### config.mk
export PLATFORM = sky130hd
export DESIGN_NAME = mrz_ctrl_flat
export DESIGN_NICKNAME = d
export VERILOG_FILES = /design/src/mrz_pkg.sv /design/src/mrz_link_if.sv /design/src/mrz_ctrl.sv /design/src/flat_wrapper.sv
export SDC_FILE = /design/constraint.sdc
export NUM_CORES = 1
export LEC_CHECK = 0
export BUFFER_PORTS_ARGS = -buffer_cell sky130_fd_sc_hd__buf_2
export CAP_MARGIN = 0
export CORE_MARGIN = 2
export CORE_UTILIZATION = 53
export DETAILED_ROUTE_END_ITERATION = 8
export HOLD_SLACK_MARGIN = 0.08
export PLACE_DENSITY_LB_ADDON = 0.3
export SLEW_MARGIN = 40
export SYNTH_ARGS = -nofsm -noshare
export SYNTH_HDL_FRONTEND = slang
export SYNTH_SLANG_ARGS = --single-unit
### constraint.sdc
create_clock -name SYS_CLK -period 4.63 [get_ports SYS_CLK]
set_input_delay 0.926 -clock SYS_CLK [delete_from_list [all_inputs] [get_ports SYS_CLK]]
set_output_delay 0.926 -clock SYS_CLK [all_outputs]
set_load 0.02 [all_outputs]
### src/mrz_pkg.sv
// Purpose: Shared constants for the first mode register link and its ends
// Assumes: 10 MHz system clock; link clock made by the controller end
// Notes: Operation
// Operation
// - Controller writes full register after every reset; here it writes only when software writes REG_CMD
// - Every address field driven on each write
// - Register write never touches stored data
// - Two register writes spaced by tMRD
// - Other commands wait tMOD after register write
// - Register write only while memory idle
// - Termination enabled: ODT low until tMOD passes
// - Termination disabled: ODT level is free
// - All select lines and banks low selects register
// - Reserved bank and high address bits zero
// - Bit three picks sequential or interleaved order
// - Two low bits: chop, eight, or per-command
// - Eight-beat read order from starting column
// - Chop read: four beats then outputs off
// - Writes ignore low column bits
// - Fixed chop moves write timing two clocks earlier
// - Whole-cycle CAS latency; read at AL plus CL
// - Test bit kept at zero
// - DLL reset bit clears itself when done
// - Wait tDLLK after DLL reset before reads
// - Write recovery field at least tWR in cycles
// - Bit twelve picks slow or fast power-down exit
// - DLL reset is a write with bit eight high
package mrz_pkg;
  localparam int MR_W = 16;
  localparam int BA_W = 3;
  // Field positions within the register image
  localparam int BL_LSB = 0;
  localparam int BT_BIT = 3;
  localparam int CL_LSB = 4;
  localparam int TM_BIT = 7;
  localparam int DLL_BIT = 8;
  localparam int WR_LSB = 9;
  localparam int PPD_BIT = 12;
  localparam int OTF_BIT = 12;
  // Burst length codes
  localparam logic [1:0] BL_FIX8 = 2'h0;
  localparam logic [1:0] BL_OTF = 2'h1;
  localparam logic [1:0] BL_FIX4 = 2'h2;
  // Latency code plus this base gives whole cycles
  localparam logic [4:0] CL_BASE = 5'h04;
  // Command codes on ras_n, cas_n, we_n
  localparam logic [2:0] CMD_MRS = 3'h0;
  localparam logic [2:0] CMD_WR = 3'h4;
  localparam logic [2:0] CMD_RD = 3'h5;
  localparam logic [2:0] CMD_NOP = 3'h7;
  // Link timing
  localparam int SYS_NS = 100;
  localparam int LINK_NS = 800;
  localparam int DIV_HALF = LINK_NS / (2 * SYS_NS);
  localparam int T_MRD_CK = 4;
  localparam int T_MOD_CK = 12;
  localparam int T_DLLK_CK = 512;
  localparam int DLL_RST_CK = 8;
  // Register offsets and status bits
  localparam logic [7:0] REG_CMD = 8'h00;
  localparam logic [7:0] REG_STAT = 8'h04;
  localparam logic [7:0] REG_CTRL = 8'h08;
  localparam int ST_BUSY = 0;
  localparam int ST_MRD_OK = 1;
  localparam int ST_MOD_DONE = 2;
  localparam int ST_REFUSED = 3;
  localparam int ST_DLL_WAIT = 4;
  localparam int CT_ODT = 0;
  localparam int CT_RTT = 1;
endpackage : mrz_pkg

### src/mrz_link_if.sv
// Purpose: Command, address and clock pins between controller and memory
// Assumes: One-way link, controller drives every pin
// Notes: No clocking block; both ends sample with their own clock
`timescale 1ns/1ns
interface mrz_link_if;
  logic ck;
  logic cke;
  logic odt;
  logic cs_n;
  logic ras_n;
  logic cas_n;
  logic we_n;
  logic [mrz_pkg::BA_W-1:0] ba;
  logic [mrz_pkg::MR_W-1:0] addr;
  modport ctrl (output ck, cke, odt, cs_n, ras_n, cas_n, we_n, ba, addr);
  modport dev (input ck, cke, odt, cs_n, ras_n, cas_n, we_n, ba, addr);
endinterface : mrz_link_if

### src/mrz_ctrl.sv
// Purpose: Controller end: issues first mode register writes for software
// Assumes: Classic Wishbone slave; link clock divided from system clock
// Notes: Commands change on link falling edges, sampled on rising edges
`timescale 1ns/1ns
module mrz_ctrl (
  input wire logic SYS_CLK, // System clock
  input wire logic RST, // Synchronous reset, high
  input wire logic WB_CYC_I, // Bus cycle
  input wire logic WB_STB_I, // Bus strobe
  input wire logic WB_WE_I, // Write enable
  input wire logic [7:0] WB_ADR_I, // Byte address
  input wire logic [3:0] WB_SEL_I, // Byte lanes
  input wire logic [31:0] WB_DAT_I, // Write data
  output logic [31:0] WB_DAT_O, // Read data
  output logic WB_ACK_O, // Acknowledge
  input wire logic DRAM_IDLE, // Banks precharged, bursts done
  mrz_link_if.ctrl LINK // Link to memory
);
  typedef enum logic [1:0] {
    C_IDLE = 2'b00,
    C_ARM = 2'b01,
    C_WAIT = 2'b10
  } mrz_cst_t;

  typedef struct packed {
    mrz_cst_t state;
    logic [2:0] div;
    logic ck;
    logic cke;
    logic odt;
    logic cs_n;
    logic [2:0] cmd;
    logic [2:0] ba;
    logic [15:0] addr;
    logic seen;
    logic [4:0] cnt;
    logic [9:0] dll_cnt;
    logic [15:0] image;
    logic odt_req;
    logic rtt_en;
    logic refused;
    logic ack;
    logic [31:0] dat;
  } mrz_ctrl_st_t;

  mrz_ctrl_st_t st_ff;
  mrz_ctrl_st_t nxt_st;

  logic tog;
  logic rise;
  logic fall;
  logic mrd_ok;
  logic wr_cmd;
  logic [31:0] stat;

  always_comb
  begin
    nxt_st = st_ff;
    // Link clock divider
    tog = (st_ff.div == 3'(mrz_pkg::DIV_HALF - 1));
    nxt_st.div = tog ? 3'h0 : st_ff.div + 3'h1;
    nxt_st.ck = tog ? !st_ff.ck : st_ff.ck;
    rise = tog && !st_ff.ck;
    fall = tog && st_ff.ck;
    nxt_st.cke = 1'b1;
    mrd_ok = (st_ff.state == C_WAIT) &&
             (st_ff.cnt >= 5'(mrz_pkg::T_MRD_CK));
    stat = '0;
    stat[mrz_pkg::ST_BUSY] = (st_ff.state != C_IDLE);
    stat[mrz_pkg::ST_MRD_OK] = mrd_ok || (st_ff.state == C_IDLE);
    stat[mrz_pkg::ST_MOD_DONE] = (st_ff.state == C_IDLE);
    stat[mrz_pkg::ST_REFUSED] = st_ff.refused;
    stat[mrz_pkg::ST_DLL_WAIT] = (st_ff.dll_cnt != 10'h0);
    // Bus slave: one wait state, ack lasts one cycle
    nxt_st.ack = WB_CYC_I && WB_STB_I && !st_ff.ack;
    wr_cmd = nxt_st.ack && WB_WE_I && (WB_ADR_I == mrz_pkg::REG_CMD) &&
             (WB_SEL_I[1:0] == 2'h3);
    if (nxt_st.ack && !WB_WE_I)
    begin
      if (WB_ADR_I == mrz_pkg::REG_STAT)
        nxt_st.dat = stat;
      else if (WB_ADR_I == mrz_pkg::REG_CTRL)
        nxt_st.dat = {30'h0, st_ff.rtt_en, st_ff.odt_req};
      else
        nxt_st.dat = 32'h0;
    end
    if (nxt_st.ack && WB_WE_I && WB_SEL_I[0])
    begin
      if (WB_ADR_I == mrz_pkg::REG_CTRL)
      begin
        nxt_st.odt_req = WB_DAT_I[mrz_pkg::CT_ODT];
        nxt_st.rtt_en = WB_DAT_I[mrz_pkg::CT_RTT];
      end
      if (WB_ADR_I == mrz_pkg::REG_STAT && WB_DAT_I[mrz_pkg::ST_REFUSED])
        nxt_st.refused = 1'b0;
    end
    // Accept a new write only with spacing met and memory idle
    if (wr_cmd)
    begin
      if ((st_ff.state == C_IDLE || mrd_ok) && DRAM_IDLE)
      begin
        nxt_st.image = WB_DAT_I[15:0];
        nxt_st.state = C_ARM;
        nxt_st.seen = 1'b0;
      end
      else
        nxt_st.refused = 1'b1; // Set wins over a same-cycle clear
    end
    // Sequencer; the arm state lets ODT be sampled low at least once
    unique case (st_ff.state)
      C_IDLE:
      begin
      end
      C_ARM:
      begin
        if (rise)
          nxt_st.seen = 1'b1;
        if (fall && st_ff.seen)
        begin
          nxt_st.cs_n = 1'b0;
          nxt_st.cmd = mrz_pkg::CMD_MRS;
          nxt_st.ba = 3'h0;
          // Reserved high bits and test bit forced to zero
          nxt_st.addr = {3'h0, st_ff.image[12:8], 1'b0,
                         st_ff.image[6:0]};
          nxt_st.cnt = 5'h0;
          nxt_st.state = C_WAIT;
          if (st_ff.image[mrz_pkg::DLL_BIT])
            nxt_st.dll_cnt = 10'(mrz_pkg::T_DLLK_CK);
        end
      end
      C_WAIT:
      begin
        if (fall)
        begin
          nxt_st.cs_n = 1'b1;
          nxt_st.cmd = mrz_pkg::CMD_NOP;
        end
        if (rise && st_ff.cnt < 5'(mrz_pkg::T_MOD_CK))
          nxt_st.cnt = st_ff.cnt + 5'h1;
        if (st_ff.cnt >= 5'(mrz_pkg::T_MOD_CK) && !wr_cmd)
          nxt_st.state = C_IDLE;
      end
      default:
        nxt_st.state = C_IDLE;
    endcase
    if (rise && st_ff.dll_cnt != 10'h0 && st_ff.state != C_ARM)
      nxt_st.dll_cnt = st_ff.dll_cnt - 10'h1;
    // With termination on, ODT held low from accept until tMOD passes
    nxt_st.odt = nxt_st.odt_req &&
                 !(nxt_st.rtt_en && nxt_st.state != C_IDLE);
  end

  // State register; link idles deselected after reset
  always_ff @(posedge SYS_CLK)
  begin
    if (RST)
    begin
      st_ff <= '0;
      st_ff.cs_n <= 1'b1;
      st_ff.cmd <= mrz_pkg::CMD_NOP;
    end
    else
      st_ff <= nxt_st;
  end

  assign WB_DAT_O = st_ff.dat;
  assign WB_ACK_O = st_ff.ack;
  assign LINK.ck = st_ff.ck;
  assign LINK.cke = st_ff.cke;
  assign LINK.odt = st_ff.odt;
  assign LINK.cs_n = st_ff.cs_n;
  assign LINK.ras_n = st_ff.cmd[2];
  assign LINK.cas_n = st_ff.cmd[1];
  assign LINK.we_n = st_ff.cmd[0];
  assign LINK.ba = st_ff.ba;
  assign LINK.addr = st_ff.addr;
endmodule : mrz_ctrl

### src/flat_wrapper.sv
// flat-port wrapper written by rule: the top's interface ports become plain ports
module mrz_ctrl_flat 
  (SYS_CLK, RST, WB_CYC_I, WB_STB_I, WB_WE_I, WB_ADR_I, WB_SEL_I, WB_DAT_I, WB_DAT_O, WB_ACK_O, DRAM_IDLE, LINK_ck, LINK_cke, LINK_odt, LINK_cs_n, LINK_ras_n, LINK_cas_n, LINK_we_n, LINK_ba, LINK_addr);
  mrz_link_if LINK_i ();
  input wire logic SYS_CLK;
  input wire logic RST;
  input wire logic WB_CYC_I;
  input wire logic WB_STB_I;
  input wire logic WB_WE_I;
  input wire logic [7:0] WB_ADR_I;
  input wire logic [3:0] WB_SEL_I;
  input wire logic [31:0] WB_DAT_I;
  output logic [31:0] WB_DAT_O;
  output logic WB_ACK_O;
  input wire logic DRAM_IDLE;
  output wire logic [$bits(LINK_i.ck)-1:0] LINK_ck;
  output wire logic [$bits(LINK_i.cke)-1:0] LINK_cke;
  output wire logic [$bits(LINK_i.odt)-1:0] LINK_odt;
  output wire logic [$bits(LINK_i.cs_n)-1:0] LINK_cs_n;
  output wire logic [$bits(LINK_i.ras_n)-1:0] LINK_ras_n;
  output wire logic [$bits(LINK_i.cas_n)-1:0] LINK_cas_n;
  output wire logic [$bits(LINK_i.we_n)-1:0] LINK_we_n;
  output wire logic [$bits(LINK_i.ba)-1:0] LINK_ba;
  output wire logic [$bits(LINK_i.addr)-1:0] LINK_addr;
  assign LINK_ck = LINK_i.ck;
  assign LINK_cke = LINK_i.cke;
  assign LINK_odt = LINK_i.odt;
  assign LINK_cs_n = LINK_i.cs_n;
  assign LINK_ras_n = LINK_i.ras_n;
  assign LINK_cas_n = LINK_i.cas_n;
  assign LINK_we_n = LINK_i.we_n;
  assign LINK_ba = LINK_i.ba;
  assign LINK_addr = LINK_i.addr;
  mrz_ctrl u_core (.SYS_CLK(SYS_CLK), .RST(RST), .WB_CYC_I(WB_CYC_I), .WB_STB_I(WB_STB_I), .WB_WE_I(WB_WE_I), .WB_ADR_I(WB_ADR_I), .WB_SEL_I(WB_SEL_I), .WB_DAT_I(WB_DAT_I), .WB_DAT_O(WB_DAT_O), .WB_ACK_O(WB_ACK_O), .DRAM_IDLE(DRAM_IDLE), .LINK(LINK_i));
endmodule
==> impl_results.md <==
* Slew Viols, Final at 0
* Boundary pin count at 109
* Die W at 78.4 um
* Clock sink count at 58
* Top cell type's share of synthesized area at 39.6%
* First-pass GRT wire length at 9.20 mm
* Worst Setup End Kind: register
* Outcome: completed
* Antenna violations before repair at 0
* Port bufs at 52
* Pin count of the biggest net entering global routing at 52
* Initial Util at 54.0%
* Min-delay worst type: register to register
* Synth top area cells: dfxtp_1, buf_4, nand2_1
* Vias/cell at 4.94
* Latest clock arrival within the worst-skew pair at 0.33 ns
* Post-synth EDFFs at 0
* Cell variety after synth at 45
* CTS tree: yes
* PwrDens at 322 nW/um^2
* Die H at 78.4 um
* Reg2Reg Depth at 6
* Placeable core region at 5440 um^2
* H-tree Lvls at 3
* Min Clock Period, post-route at 2.41 ns
* Ys Warns at 0
* Crit path launch: u_core.st_ff[94]
* GP Congestion at 0.803
* R2r setup slk at 2.22 ns
* Diode count at 0
* Fmax at 415 MHz
* Worst r2r src: u_core.st_ff[94]
* Setup TNS at 0 ns
* Placed Instances at 448
* Filler cell count in the final layout at 536
* Root Buffer: clkbuf_8
* Critical path launch point type: register
* Critical path peak fanout at 9
* Max_slew headroom at 48.0%
* All-Layer GR Usage at 18.9%
* Clk buf depth at 2
* Nets at 446
* DP HPWL at 3.89 mm
* WL per Instance at 11.7 um
* Iter 0 DRT Violations at 121
* Critical path class: register to register
* Post-CTS sizing at 0
* Post-route ant nets at 0
* Clock transition at the registers of the reported paths at 0.06 ns
* Post-synthesis register bit count at 58
* Non-filler cells, final at 464
* Vias in the first global route at 2134
* Finished Core Util at 57.6%
* Ys flop type: dfxtp_1
* Final Hold Violating Endpoints at 0
* Final setup fails at 0
* Num rows at 27
* RSZ-0062 raised after global routing: false
* Wirelength, routed at 5.43 mm
* Critical path endpoint: u_core.st_ff[60]
* Setup Skew at 0.00457 ns
* Final setup margin at 2.22 ns
* Worst vdd ir at 0.165 mV
* Async S/R FF share, synth at 0%
* Share of layout cells above drive strength 1 at 20.2%
* Die area at 6150 um^2
* Post-Syn Area per Cell at 8.18 um^2
* Vias at 2292
* Post-Synthesis Cell Area at 2940 um^2
* FF-to-FF End: u_core.st_ff[60]
* Worst Path Arrival at 2.64 ns
* Max_cap viols at 0
* CTS buffer count at 9
* Critical Path RT at 4.86 ns
* Drt drc at 0
* Slew @ Worst Pin at 0.772 ns
* Seq/Total Area, Yosys at 39.6%
* Pre-CTS WS at 1.75 ns
* Leak pwr at 1.33 nW
* Postcts setup bufs at 0
* Hold_buf cts at 0
* Overflow after GRT at 0
* Post-synth top area cell: dfxtp_1
* TritonRoute pass-1 iters at 4
* Area growth, synth to finish at 6.82%
* Final period util at 52.0%
* Post-synthesis cell count at 359
final cells by class:
| cell class | count | area [um^2] | share of cell area [%] |
|---|---|---|---|
| Timing Repair Buffer | 52 | 263 | 8.38 |
| Clock inverter | 3 | 40.0 | 1.28 |
| Multi-Input combinational cell | 253 | 1390 | 44.5 |
| Inverter | 13 | 48.8 | 1.56 |
| Sequential cell | 58 | 1160 | 37.0 |
| Tap cell | 72 | 90.1 | 2.87 |
| Clock buffer | 13 | 139 | 4.43 |
worst max-delay path, cell delays in order (launching register included):
cell,delay [ns]
dfxtp_1,0.34
ha_1,0.15
ha_1,0.33
nor3b_1,0.64
or3b_2,0.51
and3_1,0.18
o21a_1,0.15
power breakdown:
part           total, mW  switching, mW  internal (mW)  leakage (nW)
logic             0.0660         0.0483         0.0177         0.769
registers          0.506        0.00270          0.504         0.468
clock network      0.438          0.191          0.248        0.0914
layout by cell type, fill, tap and decap left out, drive strengths merged, types with 4 or more instances in the layout:
cell type | netlist | layout
dfxtp | 58 | 58
nand2 | 57 | 57
buf | 57 | 52
a21oi | 41 | 41
conb | 1 | 34
nor2 | 31 | 31
inv | 13 | 13
clkbuf | 11 | 13
o21ai | 11 | 11
ha | 9 | 9
or2 | 6 | 6
nor3 | 5 | 5
a22oi | 4 | 4
nor3b | 4 | 4
or3 | 4 | 4
per-layer routing:
metal  up-vias  wire, um  global-route usage, %
met5         -         0                      0
li1       1181         -                      -
met3         6       264                   6.21
met2        56      2620                   31.1
met1      1049      2510                   23.2
met4         0        40                   6.84
flip-flops by register name (all words and copies together) (netlist names):
| signal | cells |
|---|---|
| u_core.LINK.addr | 12 |
| u_core.LINK.cas_n | 1 |
| u_core.LINK.ck | 1 |
| u_core.LINK.cke | 1 |
| u_core.LINK.odt | 1 |
| u_core.WB_ACK_O | 1 |
| u_core.WB_DAT_O | 5 |
| u_core.st_ff | 36 |
synthesized netlist by cell type, types with 3 or more instances:
| cell | number |
|---|---|
| nor2_1 | 31 |
| inv_1 | 13 |
| mux2i_1 | 3 |
| o21a_1 | 3 |
| clkbuf_1 | 11 |
| a22oi_1 | 4 |
| ha_1 | 9 |
| dfxtp_1 | 58 |
| nand4_1 | 3 |
| buf_4 | 54 |
| or3_1 | 4 |
| o21ai_0 | 11 |
| and3_1 | 3 |
| nor3_1 | 5 |
| a21oi_1 | 40 |
| or2_2 | 6 |
| nand2_1 | 57 |
| a211oi_1 | 3 |
| nor3b_1 | 4 |
metrics by stage:
stage          power [mW]  area [um^2]  hold WS, ns
3_5_place_dp        0.583         2950        0.444
3_3_place_gp        0.582         2950        0.415
4_1_cts              1.02         3130        0.453
2_1_floorplan       0.586         3060        0.404
6_report             1.01         3140        0.450
5_1_grt              1.05         3140        0.476
logic make-up (layout without fill, tap and decap cells):
logic type	after synthesis	count (layout)	share of synthesized area (%)
other cells	1	34	0.128
xor+xnor	4	4	1.19
compound gates	74	74	15.9
flops	58	58	39.6
simple gates	129	129	21.1
fa+ha+maj	9	9	3.84
buf+inv	81	81	17.3
mux	3	3	1.02
worst min path at each step:
stage,start,to,slack (ns),cells past startpoint
4_1_cts,u_core.st_ff[47],u_core.LINK.addr[11],0.45,2
3_3_place_gp,u_core.st_ff[94],u_core.st_ff[94],0.41,1
3_5_place_dp,u_core.st_ff[47],u_core.LINK.addr[11],0.44,2
5_1_grt,u_core.st_ff[38],u_core.LINK.addr[2],0.48,2
2_1_floorplan,u_core.st_ff[94],u_core.st_ff[94],0.40,1
6_report,u_core.st_ff[38],u_core.st_ff[38],0.45,2
(Power assumes the default switching activity.)
